[src/cce_pkg.sv]
// constants and types for the codec clock enable control block
package cce_pkg;
  localparam logic [7:0] CLOCK_ENABLE_CONTROL_OFFSET = 8'h00;
  localparam logic [7:0] CLOCK_ENABLE_CONTROL_RESET = 8'h00;
  localparam logic [7:0] PLL_CONFIG_FIRST_OFFSET = 8'h01;
  localparam logic [7:0] PLL_LOCK_REGISTER_OFFSET = 8'h06;
  localparam int PLL_ENABLE_POS = 7;
  localparam int GLITCH_FILTER_DISABLE_POS = 5;
  localparam int OSCILLATOR_DISABLE_POS = 4;
  localparam int MAIN_CLOCK_SELECT_POS = 3;
  localparam int CORE_CLOCK_HALVE_SELECT_POS = 2;
  localparam int MASTER_CLOCK_HALVE_SELECT_POS = 1;
  localparam int MAIN_CLOCK_ENABLE_POS = 0;
  localparam int SYS_CLK_KHZ = 10000;
  localparam int GLITCH_FILTER_NS = 50;
  localparam int GLITCH_FILTER_RAW = (GLITCH_FILTER_NS * SYS_CLK_KHZ + 999999) / 1000000;
  localparam int GLITCH_FILTER_CYCLES = (GLITCH_FILTER_RAW < 1) ? 1 : GLITCH_FILTER_RAW;

  typedef struct packed {
    logic pllEnable;
    logic reserved6;
    logic glitchFilterDisable;
    logic oscillatorDisable;
    logic mainClockSelect;
    logic coreClockHalveSelect;
    logic masterClockHalveSelect;
    logic mainClockEnable;
  } cce_ctrl_type;

  typedef struct packed {
    logic valid;
    logic [7:0] addr;
    logic [7:0] data;
  } cce_write_type;
endpackage

[src/cce_glitch_filter.sv]
// spike filter for one synchronised control-port input
`timescale 1ns/1ps
module cce_glitch_filter #(
  parameter int FILT_CYC = 1
) (
  // clock and reset
  input wire logic sys_clk,
  input wire logic rstn,
  // filter path
  input wire logic syncIn,
  input wire logic bypass,
  output logic filtOut
);
  localparam int CW = $clog2(FILT_CYC + 1) + 1;
  logic [CW-1:0] cnt_ff;
  logic [CW-1:0] nxt_cnt;
  logic out_ff;
  logic nxt_out;

  always_comb
  begin
    nxt_cnt = '0;
    nxt_out = out_ff;
    if (bypass)
    begin
      nxt_out = syncIn;
    end
    else if (syncIn != out_ff)
    begin
      // a level must persist past the filter time before it is taken
      if (cnt_ff >= CW'(FILT_CYC))
      begin
        nxt_out = syncIn;
      end
      else
      begin
        nxt_cnt = cnt_ff + CW'(1);
      end
    end
  end

  always_ff @(posedge sys_clk or negedge rstn)
  begin
    if (!rstn)
    begin
      cnt_ff <= '0;
      out_ff <= 1'b1;
    end
    else
    begin
      cnt_ff <= nxt_cnt;
      out_ff <= nxt_out;
    end
  end

  assign filtOut = out_ff;
endmodule

[src/cce_clock_control.sv]
// clock enable control register with clock gating, dividers and spike filter
// Summary of operation
// - PLL enable bit 7 clear keeps PLL powered down and its clock off.
// - PLL clock output active only when PLL enable and main enable set.
// - Main enable bit 0 clear: only clock and PLL registers accept writes.
// - Control-port inputs get a 50 ns spike filter; bit 5 bypasses it.
// - SPI mode disables the spike filter regardless of bit 5.
// - Bit 3 selects main clock: 0 external pin, 1 PLL output.
// - Bit 2: core clock is source/2 when 0, source/1 when 1.
// - Bit 1: master clock is source/2 when 0, source/1 when 1.
// - Register resets to zero: PLL, main clock, divide-by-one off, pin source.
`timescale 1ns/1ps
module cce_clock_control #(
  parameter int FILT_CYC = cce_pkg::GLITCH_FILTER_CYCLES
) (
  // clock and reset
  input wire logic sys_clk,
  input wire logic rstn,
  // register port from the control interface
  input wire logic regWrEn,
  input wire logic [7:0] regWrAddr,
  input wire logic [7:0] regWrData,
  input wire logic regRdEn,
  input wire logic [7:0] regRdAddr,
  output logic [7:0] regRdData,
  output logic regRdValid,
  // writes passed on to the other registers
  output logic fwdWrValid,
  output logic [7:0] fwdWrAddr,
  output logic [7:0] fwdWrData,
  // clock controls
  output logic pllPowerUp,
  output logic pllClockEnable,
  output logic oscillatorEnable,
  output logic mainSelectPll,
  output logic mainClockOn,
  // source clock ticks and derived ticks
  input wire logic srcTick,
  output logic coreTick,
  output logic masterTick,
  // control port pins
  input wire logic spiMode,
  input wire logic sclPin,
  input wire logic sdaPin,
  output logic sclFiltered,
  output logic sdaFiltered
);
  cce_pkg::cce_ctrl_type ctrl_ff;
  cce_pkg::cce_ctrl_type nxt_ctrl;
  cce_pkg::cce_write_type fwd_ff;
  cce_pkg::cce_write_type nxt_fwd;
  logic [7:0] rdData_ff;
  logic [7:0] nxt_rdData;
  logic rdValid_ff;
  logic nxt_rdValid;
  logic pllPowerUp_ff;
  logic pllClockEnable_ff;
  logic oscEnable_ff;
  logic mainSelPll_ff;
  logic mainOn_ff;
  logic coreTick_ff;
  logic masterTick_ff;
  logic corePhase_ff;
  logic masterPhase_ff;
  logic nxt_coreTick;
  logic nxt_masterTick;
  logic nxt_corePhase;
  logic nxt_masterPhase;
  logic [2:0] pinMeta_ff;
  logic [2:0] pinSync_ff;
  logic filterBypass;
  logic sclSync;
  logic sdaSync;
  logic spiSync;
  logic pllRegAddr;

  //////////////////////////////////////////////////////////////////////////////
  // pin synchronisers, two flops before any logic reads them
  always_ff @(posedge sys_clk or negedge rstn)
  begin
    if (!rstn)
    begin
      // spi sync resets low so the filter is armed from the first cycle
      pinMeta_ff <= 3'h3;
      pinSync_ff <= 3'h3;
    end
    else
    begin
      pinMeta_ff <= {spiMode, sdaPin, sclPin};
      pinSync_ff <= pinMeta_ff;
    end
  end

  assign sclSync = pinSync_ff[0];
  assign sdaSync = pinSync_ff[1];
  assign spiSync = pinSync_ff[2];
  assign filterBypass = ctrl_ff.glitchFilterDisable | spiSync;

  //////////////////////////////////////////////////////////////////////////////
  // register writes, reads and forwarding
  assign pllRegAddr = (regWrAddr >= cce_pkg::PLL_CONFIG_FIRST_OFFSET) &&
                      (regWrAddr <= cce_pkg::PLL_LOCK_REGISTER_OFFSET);

  always_comb
  begin
    nxt_ctrl = ctrl_ff;
    nxt_fwd = '0;
    nxt_rdValid = regRdEn;
    nxt_rdData = 8'h00;
    if (regWrEn && regWrAddr == cce_pkg::CLOCK_ENABLE_CONTROL_OFFSET)
    begin
      nxt_ctrl = cce_pkg::cce_ctrl_type'(regWrData);
    end
    // writes outside the PLL registers are dropped silently until the main clock runs
    else if (regWrEn && (pllRegAddr || ctrl_ff.mainClockEnable))
    begin
      nxt_fwd.valid = 1'b1;
      nxt_fwd.addr = regWrAddr;
      nxt_fwd.data = regWrData;
    end
    // other registers answer reads elsewhere, so this block returns zero there
    if (regRdEn && regRdAddr == cce_pkg::CLOCK_ENABLE_CONTROL_OFFSET)
    begin
      nxt_rdData = ctrl_ff;
    end
  end

  always_ff @(posedge sys_clk or negedge rstn)
  begin
    if (!rstn)
    begin
      ctrl_ff <= cce_pkg::cce_ctrl_type'(cce_pkg::CLOCK_ENABLE_CONTROL_RESET);
      fwd_ff <= '0;
      rdValid_ff <= 1'b0;
      rdData_ff <= 8'h00;
    end
    else
    begin
      ctrl_ff <= nxt_ctrl;
      fwd_ff <= nxt_fwd;
      rdValid_ff <= nxt_rdValid;
      rdData_ff <= nxt_rdData;
    end
  end

  //////////////////////////////////////////////////////////////////////////////
  // clock controls follow the register in the same cycle it updates
  always_ff @(posedge sys_clk or negedge rstn)
  begin
    if (!rstn)
    begin
      pllPowerUp_ff <= 1'b0;
      pllClockEnable_ff <= 1'b0;
      oscEnable_ff <= ~cce_pkg::CLOCK_ENABLE_CONTROL_RESET[cce_pkg::OSCILLATOR_DISABLE_POS];
      mainSelPll_ff <= 1'b0;
      mainOn_ff <= 1'b0;
    end
    else
    begin
      pllPowerUp_ff <= nxt_ctrl.pllEnable;
      pllClockEnable_ff <= nxt_ctrl.pllEnable & nxt_ctrl.mainClockEnable;
      oscEnable_ff <= ~nxt_ctrl.oscillatorDisable;
      mainSelPll_ff <= nxt_ctrl.mainClockSelect;
      mainOn_ff <= nxt_ctrl.mainClockEnable;
    end
  end

  //////////////////////////////////////////////////////////////////////////////
  // core and master tick dividers on the selected source
  always_comb
  begin
    nxt_corePhase = corePhase_ff;
    nxt_masterPhase = masterPhase_ff;
    nxt_coreTick = 1'b0;
    nxt_masterTick = 1'b0;
    if (srcTick && mainOn_ff)
    begin
      nxt_corePhase = ~corePhase_ff;
      nxt_masterPhase = ~masterPhase_ff;
      nxt_coreTick = ctrl_ff.coreClockHalveSelect | corePhase_ff;
      nxt_masterTick = ctrl_ff.masterClockHalveSelect | masterPhase_ff;
    end
  end

  always_ff @(posedge sys_clk or negedge rstn)
  begin
    if (!rstn)
    begin
      corePhase_ff <= 1'b0;
      masterPhase_ff <= 1'b0;
      coreTick_ff <= 1'b0;
      masterTick_ff <= 1'b0;
    end
    else
    begin
      corePhase_ff <= nxt_corePhase;
      masterPhase_ff <= nxt_masterPhase;
      coreTick_ff <= nxt_coreTick;
      masterTick_ff <= nxt_masterTick;
    end
  end

  //////////////////////////////////////////////////////////////////////////////
  // spike filters
  cce_glitch_filter #(.FILT_CYC(FILT_CYC)) sclFilter (
    .sys_clk(sys_clk),
    .rstn(rstn),
    .syncIn(sclSync),
    .bypass(filterBypass),
    .filtOut(sclFiltered)
  );

  cce_glitch_filter #(.FILT_CYC(FILT_CYC)) sdaFilter (
    .sys_clk(sys_clk),
    .rstn(rstn),
    .syncIn(sdaSync),
    .bypass(filterBypass),
    .filtOut(sdaFiltered)
  );

  assign regRdData = rdData_ff;
  assign regRdValid = rdValid_ff;
  assign fwdWrValid = fwd_ff.valid;
  assign fwdWrAddr = fwd_ff.addr;
  assign fwdWrData = fwd_ff.data;
  assign pllPowerUp = pllPowerUp_ff;
  assign pllClockEnable = pllClockEnable_ff;
  assign oscillatorEnable = oscEnable_ff;
  assign mainSelectPll = mainSelPll_ff;
  assign mainClockOn = mainOn_ff;
  assign coreTick = coreTick_ff;
  assign masterTick = masterTick_ff;

  //////////////////////////////////////////////////////////////////////////////
  // checks
  logic firstCyc_ff;
  always_ff @(posedge sys_clk or negedge rstn)
  begin
    if (!rstn)
      firstCyc_ff <= 1'b1;
    else
      firstCyc_ff <= 1'b0;
  end

  property p_pll_off;
    @(posedge sys_clk) disable iff (!rstn)
    !ctrl_ff.pllEnable |-> !pllPowerUp_ff && !pllClockEnable_ff;
  endproperty
  a_pll_off: assert property (p_pll_off) else $error("pll active while disabled");

  property p_pll_clock_both;
    @(posedge sys_clk) disable iff (!rstn)
    pllClockEnable_ff == (ctrl_ff.pllEnable && ctrl_ff.mainClockEnable);
  endproperty
  a_pll_clock_both: assert property (p_pll_clock_both) else $error("pll clock gating wrong");

  property p_write_block;
    @(posedge sys_clk) disable iff (!rstn)
    regWrEn && !ctrl_ff.mainClockEnable && regWrAddr > 8'h06 |=> !fwdWrValid;
  endproperty
  a_write_block: assert property (p_write_block) else $error("write passed while main clock off");

  property p_pll_write_pass;
    @(posedge sys_clk) disable iff (!rstn)
    regWrEn && regWrAddr >= 8'h01 && regWrAddr <= 8'h06 |=> fwdWrValid && fwdWrAddr == $past(regWrAddr);
  endproperty
  a_pll_write_pass: assert property (p_pll_write_pass) else $error("pll write not passed");

  property p_spike_reject;
    @(posedge sys_clk) disable iff (!rstn)
    !filterBypass && sclSync != sclFiltered && $past(sclSync) == $past(sclFiltered) |=> $stable(sclFiltered);
  endproperty
  a_spike_reject: assert property (p_spike_reject) else $error("spike passed filter");

  property p_bypass;
    @(posedge sys_clk) disable iff (!rstn)
    spiSync |=> sdaFiltered == $past(sdaSync);
  endproperty
  a_bypass: assert property (p_bypass) else $error("filter not bypassed in spi mode");

  property p_osc;
    @(posedge sys_clk) disable iff (!rstn)
    oscEnable_ff != ctrl_ff.oscillatorDisable;
  endproperty
  a_osc: assert property (p_osc) else $error("oscillator control wrong");

  property p_select;
    @(posedge sys_clk) disable iff (!rstn)
    regWrEn && regWrAddr == 8'h00 |=> mainSelectPll == $past(regWrData[3]);
  endproperty
  a_select: assert property (p_select) else $error("main select wrong");

  property p_core_half;
    @(posedge sys_clk) disable iff (!rstn)
    coreTick_ff && !ctrl_ff.coreClockHalveSelect && !$past(ctrl_ff.coreClockHalveSelect) &&
      !$past(ctrl_ff.coreClockHalveSelect, 2) |-> !$past(coreTick_ff);
  endproperty
  a_core_half: assert property (p_core_half) else $error("core tick not halved");

  property p_master_full;
    @(posedge sys_clk) disable iff (!rstn)
    srcTick && mainOn_ff && ctrl_ff.masterClockHalveSelect |=> masterTick_ff;
  endproperty
  a_master_full: assert property (p_master_full) else $error("master tick missing");

  property p_reset_zero;
    @(posedge sys_clk) disable iff (!rstn)
    firstCyc_ff |-> ctrl_ff == 8'h00 && !mainSelPll_ff;
  endproperty
  a_reset_zero: assert property (p_reset_zero) else $error("register not zero after reset");

  c_pll_on: cover property (@(posedge sys_clk) disable iff (!rstn) pllClockEnable_ff);
  c_spi_bypass: cover property (@(posedge sys_clk) disable iff (!rstn) spiSync && $changed(sclFiltered));
  c_blocked: cover property (@(posedge sys_clk) disable iff (!rstn) regWrEn && !ctrl_ff.mainClockEnable && !pllRegAddr);
endmodule

[config.mk]
export PLATFORM = sky130hd
export DESIGN_NAME = cce_clock_control
export DESIGN_NICKNAME = d
export VERILOG_FILES = /design/src/cce_pkg.sv /design/src/cce_glitch_filter.sv /design/src/cce_clock_control.sv
export SDC_FILE = /design/constraint.sdc
export NUM_CORES = 1
export LEC_CHECK = 0
export BUFFER_PORTS_ARGS = -buffer_cell sky130_fd_sc_hd__buf_2
export CAP_MARGIN = 30
export CELL_PAD_IN_SITES_DETAIL_PLACEMENT = 1
export CELL_PAD_IN_SITES_GLOBAL_PLACEMENT = 2
export CORE_ASPECT_RATIO = 0.8
export CORE_MARGIN = 2
export CORE_UTILIZATION = 33
export DETAILED_ROUTE_END_ITERATION = 6
export GPL_TIMING_DRIVEN = 0
export MAX_ROUTING_LAYER = met4
export PLACE_DENSITY_LB_ADDON = 0.1
export SLEW_MARGIN = 0
export SYNTH_ARGS = -nofsm -noshare
export SYNTH_HDL_FRONTEND = slang
export SYNTH_SLANG_ARGS = --single-unit
[constraint.sdc]
create_clock -name sys_clk -period 1.8 [get_ports sys_clk]
set_input_delay 0.27 -clock sys_clk [delete_from_list [all_inputs] [get_ports sys_clk]]
set_output_delay 0.27 -clock sys_clk [all_outputs]
set_load 0.03 [all_outputs]
==> results of run 1 <==
-- path summary, 6_finish.rpt --
kind	end	slack, ns	startpoint
setup / recovery	sdaFiltered	0.49	sdaFilter.filtOut$_DFFE_PN1P_
hold / removal	pinMeta_ff[1]$_DFF_PN1_	0.06	sdaPin
setup reg to reg	corePhase_ff$_DFFE_PN0P_	0.50	mainClockOn$_DFF_PN0_
hold reg to reg	pinSync_ff[2]$_DFF_PN0_	0.35	pinMeta_ff[2]$_DFF_PN0_
max in group asynchronous	pinMeta_ff[1]$_DFF_PN1_	0.66	rstn
min in group asynchronous	fwdWrData[5]$_DFF_PN0_	0.51	rstn
-- where the power goes --
group / internal (W) / switching [W]
Combinational: 0.000108 / 0.000159
Clock: 0.000351 / 0.000355
Sequential: 0.00124 / 0.0000361
-- synthesized netlist by cell type, drive strengths merged --
library cell and instances:
dfrtp 45, nand2 19, nor3 11, and2 10, mux2 10, nor2 10, and3 7, dfstp 7
inv 4, a31oi 3, buf 3, clkbuf 2, ha 2, mux2i 2, xnor2 2, xor2 2
and4b 1, nand3 1, nand4 1, nor3b 1, nor4 1
-- cells by family (layout without fill, tap and decap cells) --
group / Yosys count / in the layout
XOR/XNOR: 4 / 4
AO/OA/AOI/OAI: 3 / 3
adder cells (fa/ha/maj): 2 / 2
multiplexers: 12 / 12
AND/OR/NAND/NOR: 62 / 62
buffers and inverters: 9 / 84
flip-flops: 52 / 52
-- sequential cells by signal (all words and copies together) (netlist names), 2 cells and up --
| signal | cells |
|---|---|
| pinMeta_ff | 3 |
| ctrl_ff | 5 |
| pinSync_ff | 3 |
| fwdWrAddr | 8 |
| fwdWrData | 8 |
| sdaFilter.cnt_ff | 2 |
| regRdData | 8 |
| sclFilter.cnt_ff | 2 |
-- repair_timing --
| item | CTS | global route |
|---|---|---|
| endpoints found under the hold margin | 24 | 0 |
| setup buffers | 0 | 0 |
| hold buffers | 1 | 0 |
-- per-layer routing --
metal | wire length, um | part of all wire, %
met4 | 51 | 1.2
met3 | 197 | 4.8
met5 | 0 | 0
met2 | 2040 | 49
met1 | 1860 | 45
-- stage by stage --
step / power (W) / hold slack [ns] / setup slack (ns) / util (%) / cell area, um^2
detailed placement: 0.00158 / 0.310 / 0.164 / 42.6 / 2340
global placement: 0.00155 / 0.338 / 0.276 / 42.2 / 2320
global route: 0.00238 / 0.0425 / 0.383 / 44.6 / 2450
CTS: 0.00230 / 0.0470 / 0.464 / 44.6 / 2450
floorplan: 0.00145 / -0.0256 / 0.597 / - / 1900
finish: 0.00225 / 0.0633 / 0.485 / 44.6 / 2450
-- area by class of cell --
type / instances / share of cell area (%)
multi-input cells: 83 / 22.5
plain buffers: 5 / 0.919
clock buffers: 8 / 4.08
repair buffers: 67 / 14.5
well taps: 78 / 3.98
flip-flops and latches: 52 / 53.4
inverters: 4 / 0.613
==> summary.txt, run 1 <==
Die
  – Rows: 24
  – Core area: 0.00550 mm^2
  – Die X: 88.8 um
  – I/O pin total: 67
  – Initial core utilization: 34.5%
  – Die area: 0.00638 mm^2
  – Die H: 71.8 um

Global route
  – First-pass GRT wire length: 6680 um
  – Congestion Overflow GR: 0
  – Vias in the first global route: 1378
  – Met2 GRT Util: 23.7%
  – Initial antenna violation count: 0
  – Global routing usage on met1: 18.0%
  – Top Usage Layer GRT: met2
  – Pin count of the biggest net entering global routing: 28
  – Total GRT Usage: 14.7%
  – Met3 Resource Use GR: 3.80%

Synthesis
  – Synth Area in Adders: 1.32%
  – Post-synth top area share: 59.3%
  – Yosys warning total: 0
  – Simple-gate share of the synthesized area: 17.9%
  – Syn Area/Cell: 13.2 um^2
  – Top cells by area, synth: dfrtp_1 59%, dfstp_2 9.7%, mux2_2 5.9%, nand2_1 3.8%, and2_1 3.3%
  – Gate Count Post-Synth: 144
  – Main combinational cell family by area after synthesis: simple AND/OR/NAND/NOR gates
  – Post-synthesis compound-gate area fraction: 0.989%
  – Sequential share of the synthesized area: 69.0%
  – Yosys cell types: 24
  – Post-synthesis mux area share: 6.99%
  – Seq cells post-synth: 52
  – XOR/XNOR Fraction of Synth Area: 1.85%
  – Mapped Nets: 178
  – Post-synth top area cell: dfrtp_1
  – Area of the mapped netlist: 0.00190 mm^2

Layout
  – Fill cell count: 605
  – Most frequent cells in the layout: 68 x buf_2, 45 x dfrtp_1, 19 x nand2_1
  – Non-filler cells, final: 297
  – Multi-input logic area: 551 um^2
  – Layout cells sized above 1: 44.7%
  – NumNets Final: 252
  – Commonest non-fill, non-tap cell in the layout: buf_2
  – Area growth, synth to finish: 29.1%
  – Sequential cell area: 0.00131 mm^2
  – ANT cells: 0

Placed design
  – Placed Cells: 288
  – Gpl congestion: 0.750
  – Post-detail-place hpwl: 3130 um
  – PortBufs: 65

Clock tree
  – Reg clk slew, reported paths: 0.08 ns
  – CTS Buffer Depth: 2
  – TritonCTS clock tree: done
  – Clock Latency Late Sink: 0.30 ns
  – Clock sinks: 52
  – Num CTS Buffers: 5
  – Root buf cell: clkbuf_8
  – Cts repair resizes: 0
  – # H-tree levels: 2

Pwr
  – Worst VDD drop: 0.343 mV
  – Lkg Pwr: 1.33 nW
  – Pwr dens: 919 mW/mm^2

STA
  – Worst slew margin: 59.7%
  – Max-slew violation count: 0
  – Setup violators final: 0
  – Fin crit period: 1.31 ns
  – Final period utilization: 73.0%
  – Worst-Margin Slew: 0.604 ns
  – RSZ-0062 raised after global routing: no
  – Worst Skew: 0.00409 ns
  – F_max: 761 MHz
  – Final Hold Violating Endpoints: 0
  – Setup tns final: 0 ns

Job
  – Max-cap viol count: 0

Min path
  – Hold crit path type: in2reg
  – Hold Path Cell Cnt: 1

Critical path
  – Reg2reg path depth: 3
  – Crit-path leading delay family: flip-flops
  – Slowest CP cell: dfstp_2
  – Startpoint types: flip-flop
  – Worst endpoint required time: 1.53 ns
  – CP Cell Sequence: buf_2
  – Max incr delay on CP: 0.55 ns
  – Max Fanout on Critical Path: 3
  – Worst path bufs/invs: 1
  – Worst EP arrival: 1.04 ns
  – CP Depth: 1
  – Worst setup EP type: output port
  – Critical path class: reg2out

Status
  – Status: finished clean

Detailed routing
  – DR vias: 1301
  – Vias/cell: 4.38
  – Final WL: 4150 um
  – Final ANT Viol Nets: 0
  – Final routed DRC violation total: 0
  – DR iter-0 viols: 7
  – Wirelength per Cell: 14.0 um
  – 1st-pass router iterations: 3
No activity file was read; power rests on OpenSTA's default activity.
==> run 2: changes to the inputs <==
--- a/config.mk
+++ b/config.mk
@@ -11,7 +11,7 @@
 export CELL_PAD_IN_SITES_GLOBAL_PLACEMENT = 2
 export CORE_ASPECT_RATIO = 0.8
 export CORE_MARGIN = 2
-export CORE_UTILIZATION = 33
+export CORE_UTILIZATION = 31
 export DETAILED_ROUTE_END_ITERATION = 6
 export GPL_TIMING_DRIVEN = 0
 export MAX_ROUTING_LAYER = met4
==> constraint.sdc (replaced) <==
create_clock -name sys_clk -period 1.3 [get_ports sys_clk]
set_input_delay 0.195 -clock sys_clk [delete_from_list [all_inputs] [get_ports sys_clk]]
set_output_delay 0.195 -clock sys_clk [all_outputs]
set_load 0.03 [all_outputs]
==> summary.txt, run 2 (synthesis gave the netlist of run 1 again) <==
Pwr
  – Sw Share: 24.6%
  – Internal power: 0.00245 W
  – Pwr dens: 1300 mW/mm^2
  – Sequential power share: 54.6%
  – Lkg Pwr: 1.35 nW
  – Net Switching: 0.000798 W
  – Worst VDD drop: 0.658 mV
  – Logic gate share of total power: 11.7%
  – Final Power: 0.00325 W
  – Clock Power Share: 33.7%

Critical path
  – CP Depth: 1
  – Startpoint types: flip-flop
  – Max Fanout on Critical Path: 3
  – Worst setup EP type: output port
  – Slowest CP cell: dfstp_2
  – Worst path bufs/invs: 1
  – Critical path class: reg2out
  – Worst endpoint required time: 1.11 ns
  – CP Cell Sequence: buf_2
  – Worst EP arrival: 1.05 ns
  – Max incr delay on CP: 0.56 ns
  – Reg2reg path depth: 3
  – Crit-path leading delay family: flip-flops

Detailed routing
  – Final WL: 4210 um
  – DR vias: 1350
  – Vias/cell: 4.44
  – DR iter-0 viols: 14
  – Final routed DRC violation total: 0
  – 1st-pass router iterations: 4
  – Wirelength per Cell: 13.9 um
  – Final ANT Viol Nets: 0

STA
  – Worst-Margin Slew: 0.520 ns
  – Worst slew margin: 65.4%
  – Max-slew violation count: 0
  – Setup ws final: 0.0539 ns
  – Final Hold Violating Endpoints: 0
  – RSZ-0062 raised after global routing: no
  – Fin crit period: 1.25 ns
  – Setup violators final: 0
  – Final period utilization: 95.9%
  – Worst Skew: 0.00423 ns
  – F_max: 803 MHz

Clock tree
  – Clock sinks: 52
  – Clock Latency Late Sink: 0.30 ns
  – Reg clk slew, reported paths: 0.09 ns
  – TritonCTS clock tree: done
  – Num CTS Buffers: 5
  – # H-tree levels: 2
  – Setup bufs post-CTS: 0
  – Root buf cell: clkbuf_8
  – CTS Buffer Depth: 2

Global route
  – Pin count of the biggest net entering global routing: 34
  – Congestion Overflow GR: 0
  – Vias in the first global route: 1508
  – Total GRT Usage: 14.1%
  – First-pass GRT wire length: 7000 um
  – Initial antenna violation count: 0

Layout
  – Layout cells sized above 1: 44.8%
  – Most frequent cells in the layout: 68 x buf_2, 45 x dfrtp_1, 19 x nand2_1
  – Commonest non-fill, non-tap cell in the layout: buf_2
  – Area growth, synth to finish: 32.1%
  – NumNets Final: 256
  – ANT cells: 0
  – Design area: 0.00251 mm^2

Die
  – Rows: 25
  – Die area: 0.00677 mm^2
  – I/O pin total: 67
  – Die H: 74.0 um
  – Core area: 0.00591 mm^2
  – Initial core utilization: 32.1%
  – Die X: 91.5 um

Placed design
  – Post-detail-place hpwl: 3160 um
  – Pre-CTS setup slack: -0.190 ns
  – Area after DPL: 0.00234 mm^2
  – Gpl congestion: 0.745
  – PortBufs: 65

Min path
  – Hold crit path type: in2reg
  – Hold Path Cell Cnt: 2

Status
  – Status: finished clean

Job
  – Max-cap viol count: 0
-- run 2: metal layers --
metal  up-vias  part of all wire (%)  track usage, %
met3         8                   5.5            3.34
met4         0                   1.6            5.56
met2        44                    48            23.6
li1        631                     -               -
met1       667                    45            16.8
met5         -                     0               -
-- run 2: power by group through the flow --
stage | clock, W | sequential, W | combinational [W]
detailed placement | 0 | 0.00180 | 0.000378
global placement | 0 | 0.00180 | 0.000354
global route | 0.00119 | 0.00179 | 0.000429
finish | 0.00110 | 0.00177 | 0.000380
CTS | 0.00113 | 0.00177 | 0.000392
floorplan | 0 | 0.00186 | 0.000148
-- run 2: worst paths after layout --
| path | start | endpoint | slack, ns |
|---|---|---|---|
| setup / recovery | sclFilter.filtOut$_DFFE_PN1P_ | sclFiltered | 0.05 |
| hold / removal | regWrData[4] | oscillatorEnable$_DFF_PN1_ | 0.06 |
| setup reg to reg | ctrl_ff[5]$_DFFE_PN0P_ | sclFilter.filtOut$_DFFE_PN1P_ | 0.21 |
| hold reg to reg | pinMeta_ff[2]$_DFF_PN0_ | pinSync_ff[2]$_DFF_PN0_ | 0.36 |
| max in group asynchronous | rstn | oscillatorEnable$_DFF_PN1_ | 0.33 |
| min in group asynchronous | rstn | sdaFilter.cnt_ff[0]$_DFF_PN0_ | 0.38 |
-- run 2: layout make-up --
type,count,area [um^2]
fillers,644,3400
clock inverters,3,42.5
clock buffers,5,68.8
multi-input cells,83,551
plain buffers,5,23.8
well taps,81,101
repair buffers,71,395
inverters,4,15.0
flip-flops and latches,52,1310
-- run 2: timing repair --
| action | 4_1_cts | 5_1_grt |
|---|---|---|
| gates resized for setup | 0 | 2 |
| endpoints found under the hold margin | 23 | 0 |
| setup endpoints to repair | 0 | 2 |
| hold buffers | 5 | 0 |
-- run 2: stage by stage --
step                      hold slack [ns]  util, %  TNS (ns)  cells
after floorplan                    -0.101        -         0    144
after global routing               0.0558     42.4         0    304
after global placement              0.300     39.3     -1.64    290
final                              0.0581     42.4         0    304
after CTS                          0.0503     42.4         0    304
after detailed placement            0.173     39.7     -2.10    291
